$ cat config.mk
export PLATFORM = sky130hd
export DESIGN_NAME = general_output_route_mux
export DESIGN_NICKNAME = d
export VERILOG_FILES = /design/src/hw/general_output_route_mux.v
export VERILOG_INCLUDE_DIRS = /design/src /design/src/hw
export SDC_FILE = /design/constraint.sdc
export NUM_CORES = 1
export LEC_CHECK = 0
export CAP_MARGIN = 10
export CORE_ASPECT_RATIO = 1.2
export CORE_UTILIZATION = 61
export CTS_BUF_LIST = sky130_fd_sc_hd__clkbuf_4 sky130_fd_sc_hd__clkbuf_8 sky130_fd_sc_hd__clkbuf_16
export CTS_CLUSTER_DIAMETER = 40
export CTS_CLUSTER_SIZE = 8
export DETAILED_ROUTE_END_ITERATION = 16
export DONT_BUFFER_PORTS = 1
export PLACE_DENSITY = 0.86
export SYNTH_ARGS = -nofsm -noshare
export SYNTH_HDL_FRONTEND = slang
export SYNTH_SLANG_ARGS = --single-unit
$ cat constraint.sdc
create_clock -name MCLK -period 1.8 [get_ports MCLK]
set_input_delay 0.18 -clock MCLK [delete_from_list [all_inputs] [get_ports MCLK]]
set_output_delay 0.18 -clock MCLK [all_outputs]
set_load 0.02 [all_outputs]
$ cat src/hw/out_route_regs.vh
`ifndef OUT_ROUTE_REGS_VH
`define OUT_ROUTE_REGS_VH

// register offsets
`define AUX_CLOCK_CONTROL_ADDR    8'h18
`define OUTPUT_ROUTE_CONTROL_ADDR 8'h1B
`define FRAC_SETTING_ADDR         8'h0C

// output route control fields
`define ROUTE_SEL_MSB    3
`define ROUTE_SEL_LSB    0
`define STATIC_VAL_MSB   6
`define STATIC_VAL_LSB   4
`define ROUTE_CTRL_RESET 7'h00

// aux clock control fields
`define AUX_DIV_MSB      6
`define AUX_DIV_LSB      4
`define AUX_DLY_MSB      3
`define AUX_DLY_LSB      2
`define AUX_SRC_MSB      1
`define AUX_SRC_LSB      0
`define AUX_CTRL_RESET   7'h00

// route codes
`define ROUTE_STATIC     4'h0
`define ROUTE_DIVIDERS   4'h1
`define ROUTE_LOCK_WIN   4'h2
`define ROUTE_SLIP       4'h3
`define ROUTE_FRAC_STB   4'h4
`define ROUTE_ACCUM      4'h6
`define ROUTE_AUX_OSC    4'h7
`define ROUTE_MOD_OUT    4'hA

// aux clock sources
`define AUX_SRC_VCO      2'h0
`define AUX_SRC_XTAL     2'h1
`define AUX_SRC_RING     2'h2

`endif

$ cat src/hw/general_output_route_mux.v
// Operation
// - route select is route register bits 3:0
// - select zero drives static 3-bit value
// - select one: reference crystal on line three
// - select one: ref divider two, prescaler one
// - select two: lock window, down, up
// - select three: ref-fast, vco-fast, max-gain hold
// - max-gain hold stays until lock achieved
// - fractional write makes synchronized update strobe
// - select four: strobe, ref divider, sine ref
// - select six: accumulator top three bits
// - select seven: aux, ring, modulator clock
// - aux source: vco, crystal, or ring
// - aux divide by even 2 to 14
// - aux delay chosen by bits 3:2
// - select ten: modulator output low bits
`timescale 1ns/1ps
`include "out_route_regs.vh"

module general_output_route_mux #(
	parameter ACC_W = 24, // modulator accumulator width
	parameter MOD_W = 4   // modulator output width
) (
	input  wire             MCLK,           // system clock
	input  wire             RST,            // async reset, high
	input  wire             REG_WR,         // register write strobe
	input  wire [7:0]       REG_ADDR,       // register address
	input  wire [6:0]       REG_WDATA,      // register write data
	input  wire             XTAL_REF,       // buffered crystal reference
	input  wire             SINE_REF,       // sine reference input
	input  wire             REF_DIV_OUT,    // reference divider output
	input  wire             PRESC_OUT,      // prescaler divider output
	input  wire             LOCK_WINDOW,    // lock detect window
	input  wire             PFD_UP,         // phase detector up
	input  wire             PFD_DN,         // phase detector down
	input  wire             REF_FASTER,     // ref above vco frequency
	input  wire             VCO_FASTER,     // vco above ref frequency
	input  wire             MAX_GAIN_HOLD,  // max gain hold, pull-in
	input  wire             LOCKED,         // vco lock achieved
	input  wire [ACC_W-1:0] ACCUM,          // first accumulator
	input  wire [MOD_W-1:0] MOD_OUT,        // modulator output
	input  wire             MOD_CLK,        // modulator clock level
	input  wire             RING_OSC,       // ring oscillator level
	input  wire             VCO_CLK,        // vco-derived clock level
	output reg  [6:0]       ROUTE_CTRL,     // route register readback
	output reg  [6:0]       AUX_CTRL,       // aux register readback
	output reg              FRAC_UPDATE,    // modulator update start pulse
	output reg              OUT_LINE_ONE,   // output line one
	output reg              OUT_LINE_TWO,   // output line two
	output reg              OUT_LINE_THREE  // output line three
);

////////////////////////////////////////////////////////////////////////////////
// registers
reg [6:0] route_reg;
reg [6:0] aux_reg;
reg       frac_wr_reg;
reg       frac_sync_reg;
reg       mod_clk_reg;
reg       hold_reg;

// register writes
always @(posedge MCLK or posedge RST) begin
	if (RST) begin
		route_reg <= `ROUTE_CTRL_RESET;
		aux_reg   <= `AUX_CTRL_RESET;
	end else if (REG_WR) begin
		if (REG_ADDR == `OUTPUT_ROUTE_CONTROL_ADDR) begin
			route_reg <= REG_WDATA;
		end else if (REG_ADDR == `AUX_CLOCK_CONTROL_ADDR) begin
			aux_reg <= REG_WDATA;
		end
	end
end

// readback copies
always @(posedge MCLK or posedge RST) begin
	if (RST) begin
		ROUTE_CTRL <= `ROUTE_CTRL_RESET;
		AUX_CTRL   <= `AUX_CTRL_RESET;
	end else begin
		ROUTE_CTRL <= route_reg;
		AUX_CTRL   <= aux_reg;
	end
end

////////////////////////////////////////////////////////////////////////////////
// fractional update strobe, aligned to modulator clock rising edge
wire mod_rise = MOD_CLK & ~mod_clk_reg;

always @(posedge MCLK or posedge RST) begin
	if (RST) begin
		frac_wr_reg   <= 1'b0;
		frac_sync_reg <= 1'b0;
		mod_clk_reg   <= 1'b0;
		FRAC_UPDATE   <= 1'b0;
	end else begin
		mod_clk_reg <= MOD_CLK;
		// pending write held until next modulator edge; new write wins
		if (REG_WR && REG_ADDR == `FRAC_SETTING_ADDR) begin
			frac_wr_reg <= 1'b1;
		end else if (mod_rise) begin
			frac_wr_reg <= 1'b0;
		end
		frac_sync_reg <= frac_wr_reg & mod_rise;
		FRAC_UPDATE   <= frac_wr_reg & mod_rise;
	end
end

////////////////////////////////////////////////////////////////////////////////
// max gain hold stretched until lock
always @(posedge MCLK or posedge RST) begin
	if (RST) begin
		hold_reg <= 1'b0;
	end else if (MAX_GAIN_HOLD) begin
		hold_reg <= 1'b1;
	end else if (LOCKED) begin
		hold_reg <= 1'b0;
	end
end

////////////////////////////////////////////////////////////////////////////////
// auxiliary clock: source, even divider, delay
wire [1:0] aux_src = aux_reg[`AUX_SRC_MSB:`AUX_SRC_LSB];
wire [2:0] aux_div = aux_reg[`AUX_DIV_MSB:`AUX_DIV_LSB];
wire [1:0] aux_dly = aux_reg[`AUX_DLY_MSB:`AUX_DLY_LSB];
reg        aux_src_clk;
reg        src_prev_reg;
reg  [2:0] div_cnt_reg;
reg        aux_div_reg;
reg  [3:0] dly_line_reg;
reg        aux_clk;

// source select
always @* begin
	case (aux_src)
		`AUX_SRC_VCO:  aux_src_clk = VCO_CLK;
		`AUX_SRC_XTAL: aux_src_clk = XTAL_REF;
		default:       aux_src_clk = RING_OSC;
	endcase
end

// toggle every (div+1) source edges: ratio 2*(div+1), i.e. 2..16 capped at 14
wire [2:0] half_cnt = (aux_div == 3'h7) ? 3'h6 : aux_div;

always @(posedge MCLK or posedge RST) begin
	if (RST) begin
		src_prev_reg <= 1'b0;
		div_cnt_reg  <= 3'h0;
		aux_div_reg  <= 1'b0;
		dly_line_reg <= 4'h0;
	end else begin
		src_prev_reg <= aux_src_clk;
		if (aux_src_clk & ~src_prev_reg) begin
			if (div_cnt_reg >= half_cnt) begin
				div_cnt_reg <= 3'h0;
				aux_div_reg <= ~aux_div_reg;
			end else begin
				div_cnt_reg <= div_cnt_reg + 3'h1;
			end
		end
		dly_line_reg <= {dly_line_reg[2:0], aux_div_reg};
	end
end

// delay tap select
always @* begin
	aux_clk = dly_line_reg[aux_dly];
end

////////////////////////////////////////////////////////////////////////////////
// output route mux
wire [3:0] route_sel  = route_reg[`ROUTE_SEL_MSB:`ROUTE_SEL_LSB];
wire [2:0] static_val = route_reg[`STATIC_VAL_MSB:`STATIC_VAL_LSB];
reg  [2:0] lines_next; // {three, two, one}

always @* begin
	case (route_sel)
		`ROUTE_STATIC:   lines_next = static_val;
		`ROUTE_DIVIDERS: lines_next = {XTAL_REF, REF_DIV_OUT, PRESC_OUT};
		`ROUTE_LOCK_WIN: lines_next = {PFD_UP, PFD_DN, LOCK_WINDOW};
		`ROUTE_SLIP:     lines_next = {REF_FASTER, VCO_FASTER, hold_reg};
		`ROUTE_FRAC_STB: lines_next = {SINE_REF, REF_DIV_OUT, frac_sync_reg};
		`ROUTE_ACCUM:    lines_next = ACCUM[ACC_W-1:ACC_W-3];
		`ROUTE_AUX_OSC:  lines_next = {aux_clk, RING_OSC, MOD_CLK};
		`ROUTE_MOD_OUT:  lines_next = MOD_OUT[2:0];
		default:         lines_next = 3'h0;
	endcase
end

// registered outputs
always @(posedge MCLK or posedge RST) begin
	if (RST) begin
		OUT_LINE_ONE   <= 1'b0;
		OUT_LINE_TWO   <= 1'b0;
		OUT_LINE_THREE <= 1'b0;
	end else begin
		OUT_LINE_ONE   <= lines_next[0];
		OUT_LINE_TWO   <= lines_next[1];
		OUT_LINE_THREE <= lines_next[2];
	end
end

endmodule

==> out/metrics.yaml <==
status:
  status: "complete, no violations"
worst_setup_path:
  critPathCaptureType: "flip-flop"
  slowest_delay_ns: 0.42
  crit_chain: "a21boi_1, ha_1, nand2b_1, a31oi_2, buf_4, nand2_1, o21ai_1"
  cpMaxStageDelayCell: "dfrtp_1"
  path_class: "flip-flop to flip-flop"
  required_ns: 2.07
  crit_buf_inv: 1
  start_kind: "flip-flop"
  crit_family: "compound AO/OA/AOI/OAI gates"
  cp_max_fo: 3
  cp.arrival_ns: 1.91
power_and_ir_drop:
  leakagePower_nw: 0.989
  swShare: 0.231
  power_frac_comb: 0.086
  seqPwrFrac: 0.567
  power_frac_clock: 0.348
  p_sw_mw: 0.485
  power_density_nw_per_um2: 993
  max-vdd-ir-drop_mv: 0.795
  power.internal_mw: 1.62
yosys:
  synth_edf_count: 0
  synth.yosys.warnings: 0
  synth_top_area_cell: "dfrtp_1"
  synthCells: 137
  synth-xor-area-share: 0.00479
  syn_area_um2: 1830
  synth_top_family_by_area: "multiplexers"
  syn_area_per_cell_um2: 13.3
  synth_fa_ha_area_frac: 0.0274
  synthArstFlopShare: 1.00
  yosys-top-cells-area: "dfrtp_1 (60%), mux2_2 (8.6%), mux4_2 (3.7%)"
  yosys.area_share.simple: 0.114
  synth_top_area_share: 0.602
  synth_nets: 201
  synth_compound_area_frac: 0.0746
  synth_top_flop_cell: "dfrtp_1"
  ys_seq_area_frac: 0.602
  ys_ff_latch: 44
  post_synth_num_cell_types: 37
  synth_mux_area_frac: 0.145
clocking:
  tritoncts.num_buffers: 5
  cts_max_level: 2
  cts_setup_buffers: 0
  cts_tree: "built"
  clk_pin_slew_worst_paths_ns: 0.13
  clockRootBuffer: "clkbuf_4"
  clkSinkCount: 44
  clk_latency_ns: 0.36
  clk_path_buf_depth: 2
die:
  dieArea_um2: 3220
  die_w_um: 52.0
  die_h_um: 62.0
  core_area_um2: 2810
  ios: 78
  num_rows: 21
  start_util: 0.650
timing:
  tightest_slew_ns: 0.531
  finalMaxSlewViolations: 0
  fin_crit_sh: 0.909
  min_period_ns: 1.64
  rsz0062_at_grt: "no"
  skew_ns: 0.0122
  fmax_mhz: 611
  fin_tns_setup_ns: 0
  hold_violations: 0
  setup_violations: 0
  slew_headroom: 0.646
global_routing:
  grt_pass1_wl_mm: 5.47
  grt_max_degree: 45
  first_global_vias: 1161
  antenna_found_initial: 0
  track_usage: 0.250
  grt-ovfl-total: 0
final_layout:
  nets: 221
  final-instance-count-excl-fill: 191
  layout-drive-gt1-share: 0.210
  final_cell_mix: "dfrtp_1 (44), mux2_2 (14), dlygate4sd3_1 (14), inv_1 (9), nand2_1 (8)"
  nFillCells: 169
  syn_to_final_growth_pct: 15.8
  antenna_cells: 0
  layout_commonest_cell: "dfrtp_1"
routing:
  wl_per_cell_um: 18.9
  viasPerCell: 5.91
  first_iter_violations: 31
  drc: 0
  num_vias: 1128
  detail-route-antenna-nets: 0
  drt_first_pass_iters: 4
  finalWirelength_mm: 3.60
place:
  placedCellCount: 170
  place_congestion: 0.773
  port_buffers: 0
min_path:
  hold_class: "input port to flip-flop"
run:
  cap_viol_max_count: 0
[area by class of cell]
type / instances / area [um2] / share of cell area
clock buffer: 5 / 37.5 / 0.0177
clock inverter: 2 / 60.1 / 0.0284
tap: 34 / 42.5 / 0.0201
inverter: 10 / 37.5 / 0.0177
timing repair buffer: 17 / 163 / 0.0768
multi-input combinational: 79 / 676 / 0.319
sequential: 44 / 1100 / 0.520
[Yosys cell counts (2+ instances only)]
cell type and number:
inv_1 10, a31oi_1 3, mux2_2 14, a21o_1 2, clkbuf_1 2, mux2i_1 4, o21ai_0 5, ha_1 4
a21oi_1 5, mux4_2 3, nand2_1 8, nor2_1 6, dfrtp_1 44, nor2b_1 2, nand3_1 2, nand2b_1 2
[metrics by stage]
step                      cell area [um2]  utilization  hold WS, ns  worst slack (ns)  power (mW)
final                                2120        0.753       0.0285             0.163        2.10
after global routing                 2120        0.753       0.0487            0.0616        2.18
after CTS                            2110        0.751       0.0315            0.0533        2.10
after detailed placement             1870        0.666        0.212            0.0834        1.36
after global placement               1870        0.666        0.211             0.221        1.34
after floorplan                      1830            -        0.211             0.178        1.31
[path summary, 6_finish.rpt]
path / from / to / slack, ns / cells after the start
max: aux_reg[4] / div_cnt_reg[1] / 0.16 / 7
min: VCO_FASTER / OUT_LINE_TWO / 0.03 / 2
max reg2reg: aux_reg[4] / div_cnt_reg[1] / 0.16 / 7
min reg2reg: dly_line_reg[0] / dly_line_reg[1] / 0.39 / 0
max in group asynchronous: RST / AUX_CTRL[4] / 1.05 / 3
min in group asynchronous: RST / ROUTE_CTRL[3] / 0.38 / 3
[what timing repair did]
action	4_1_cts	5_1_grt
resized for setup	0	3
endpoints found under the hold margin	63	0
setup endpoints to repair	0	2
hold buffers	14	0
[kinds of logic after synthesis]
| logic type | after synthesis |
|---|---|
| AOI/OAI and AO/OA | 22 |
| muxes | 21 |
| adders and majority gates | 4 |
| xor gates and xnor gates | 1 |
| and+or+nand+nor | 31 |
| DFF | 44 |
| buffers and inverters | 14 |
[power by group through the flow]
stage	combinational [mW]	sequential [mW]	clock, mW
3_5_place_dp	0.152	1.21	0
2_1_floorplan	0.130	1.18	0
5_1_grt	0.199	1.21	0.772
6_report	0.180	1.19	0.731
3_3_place_gp	0.142	1.20	0
4_1_cts	0.179	1.19	0.732
[per-layer routing]
metal	vias up	track usage	share of wire	routed length (um)
met1	552	0.286	0.35	1270
met5	-	0	0	0
met3	9	0.0633	0.069	250
li1	521	-	-	-
met4	0	0.120	0.022	81
met2	46	0.440	0.55	2000
Note: power is estimated with default switching activity, not from simulation.
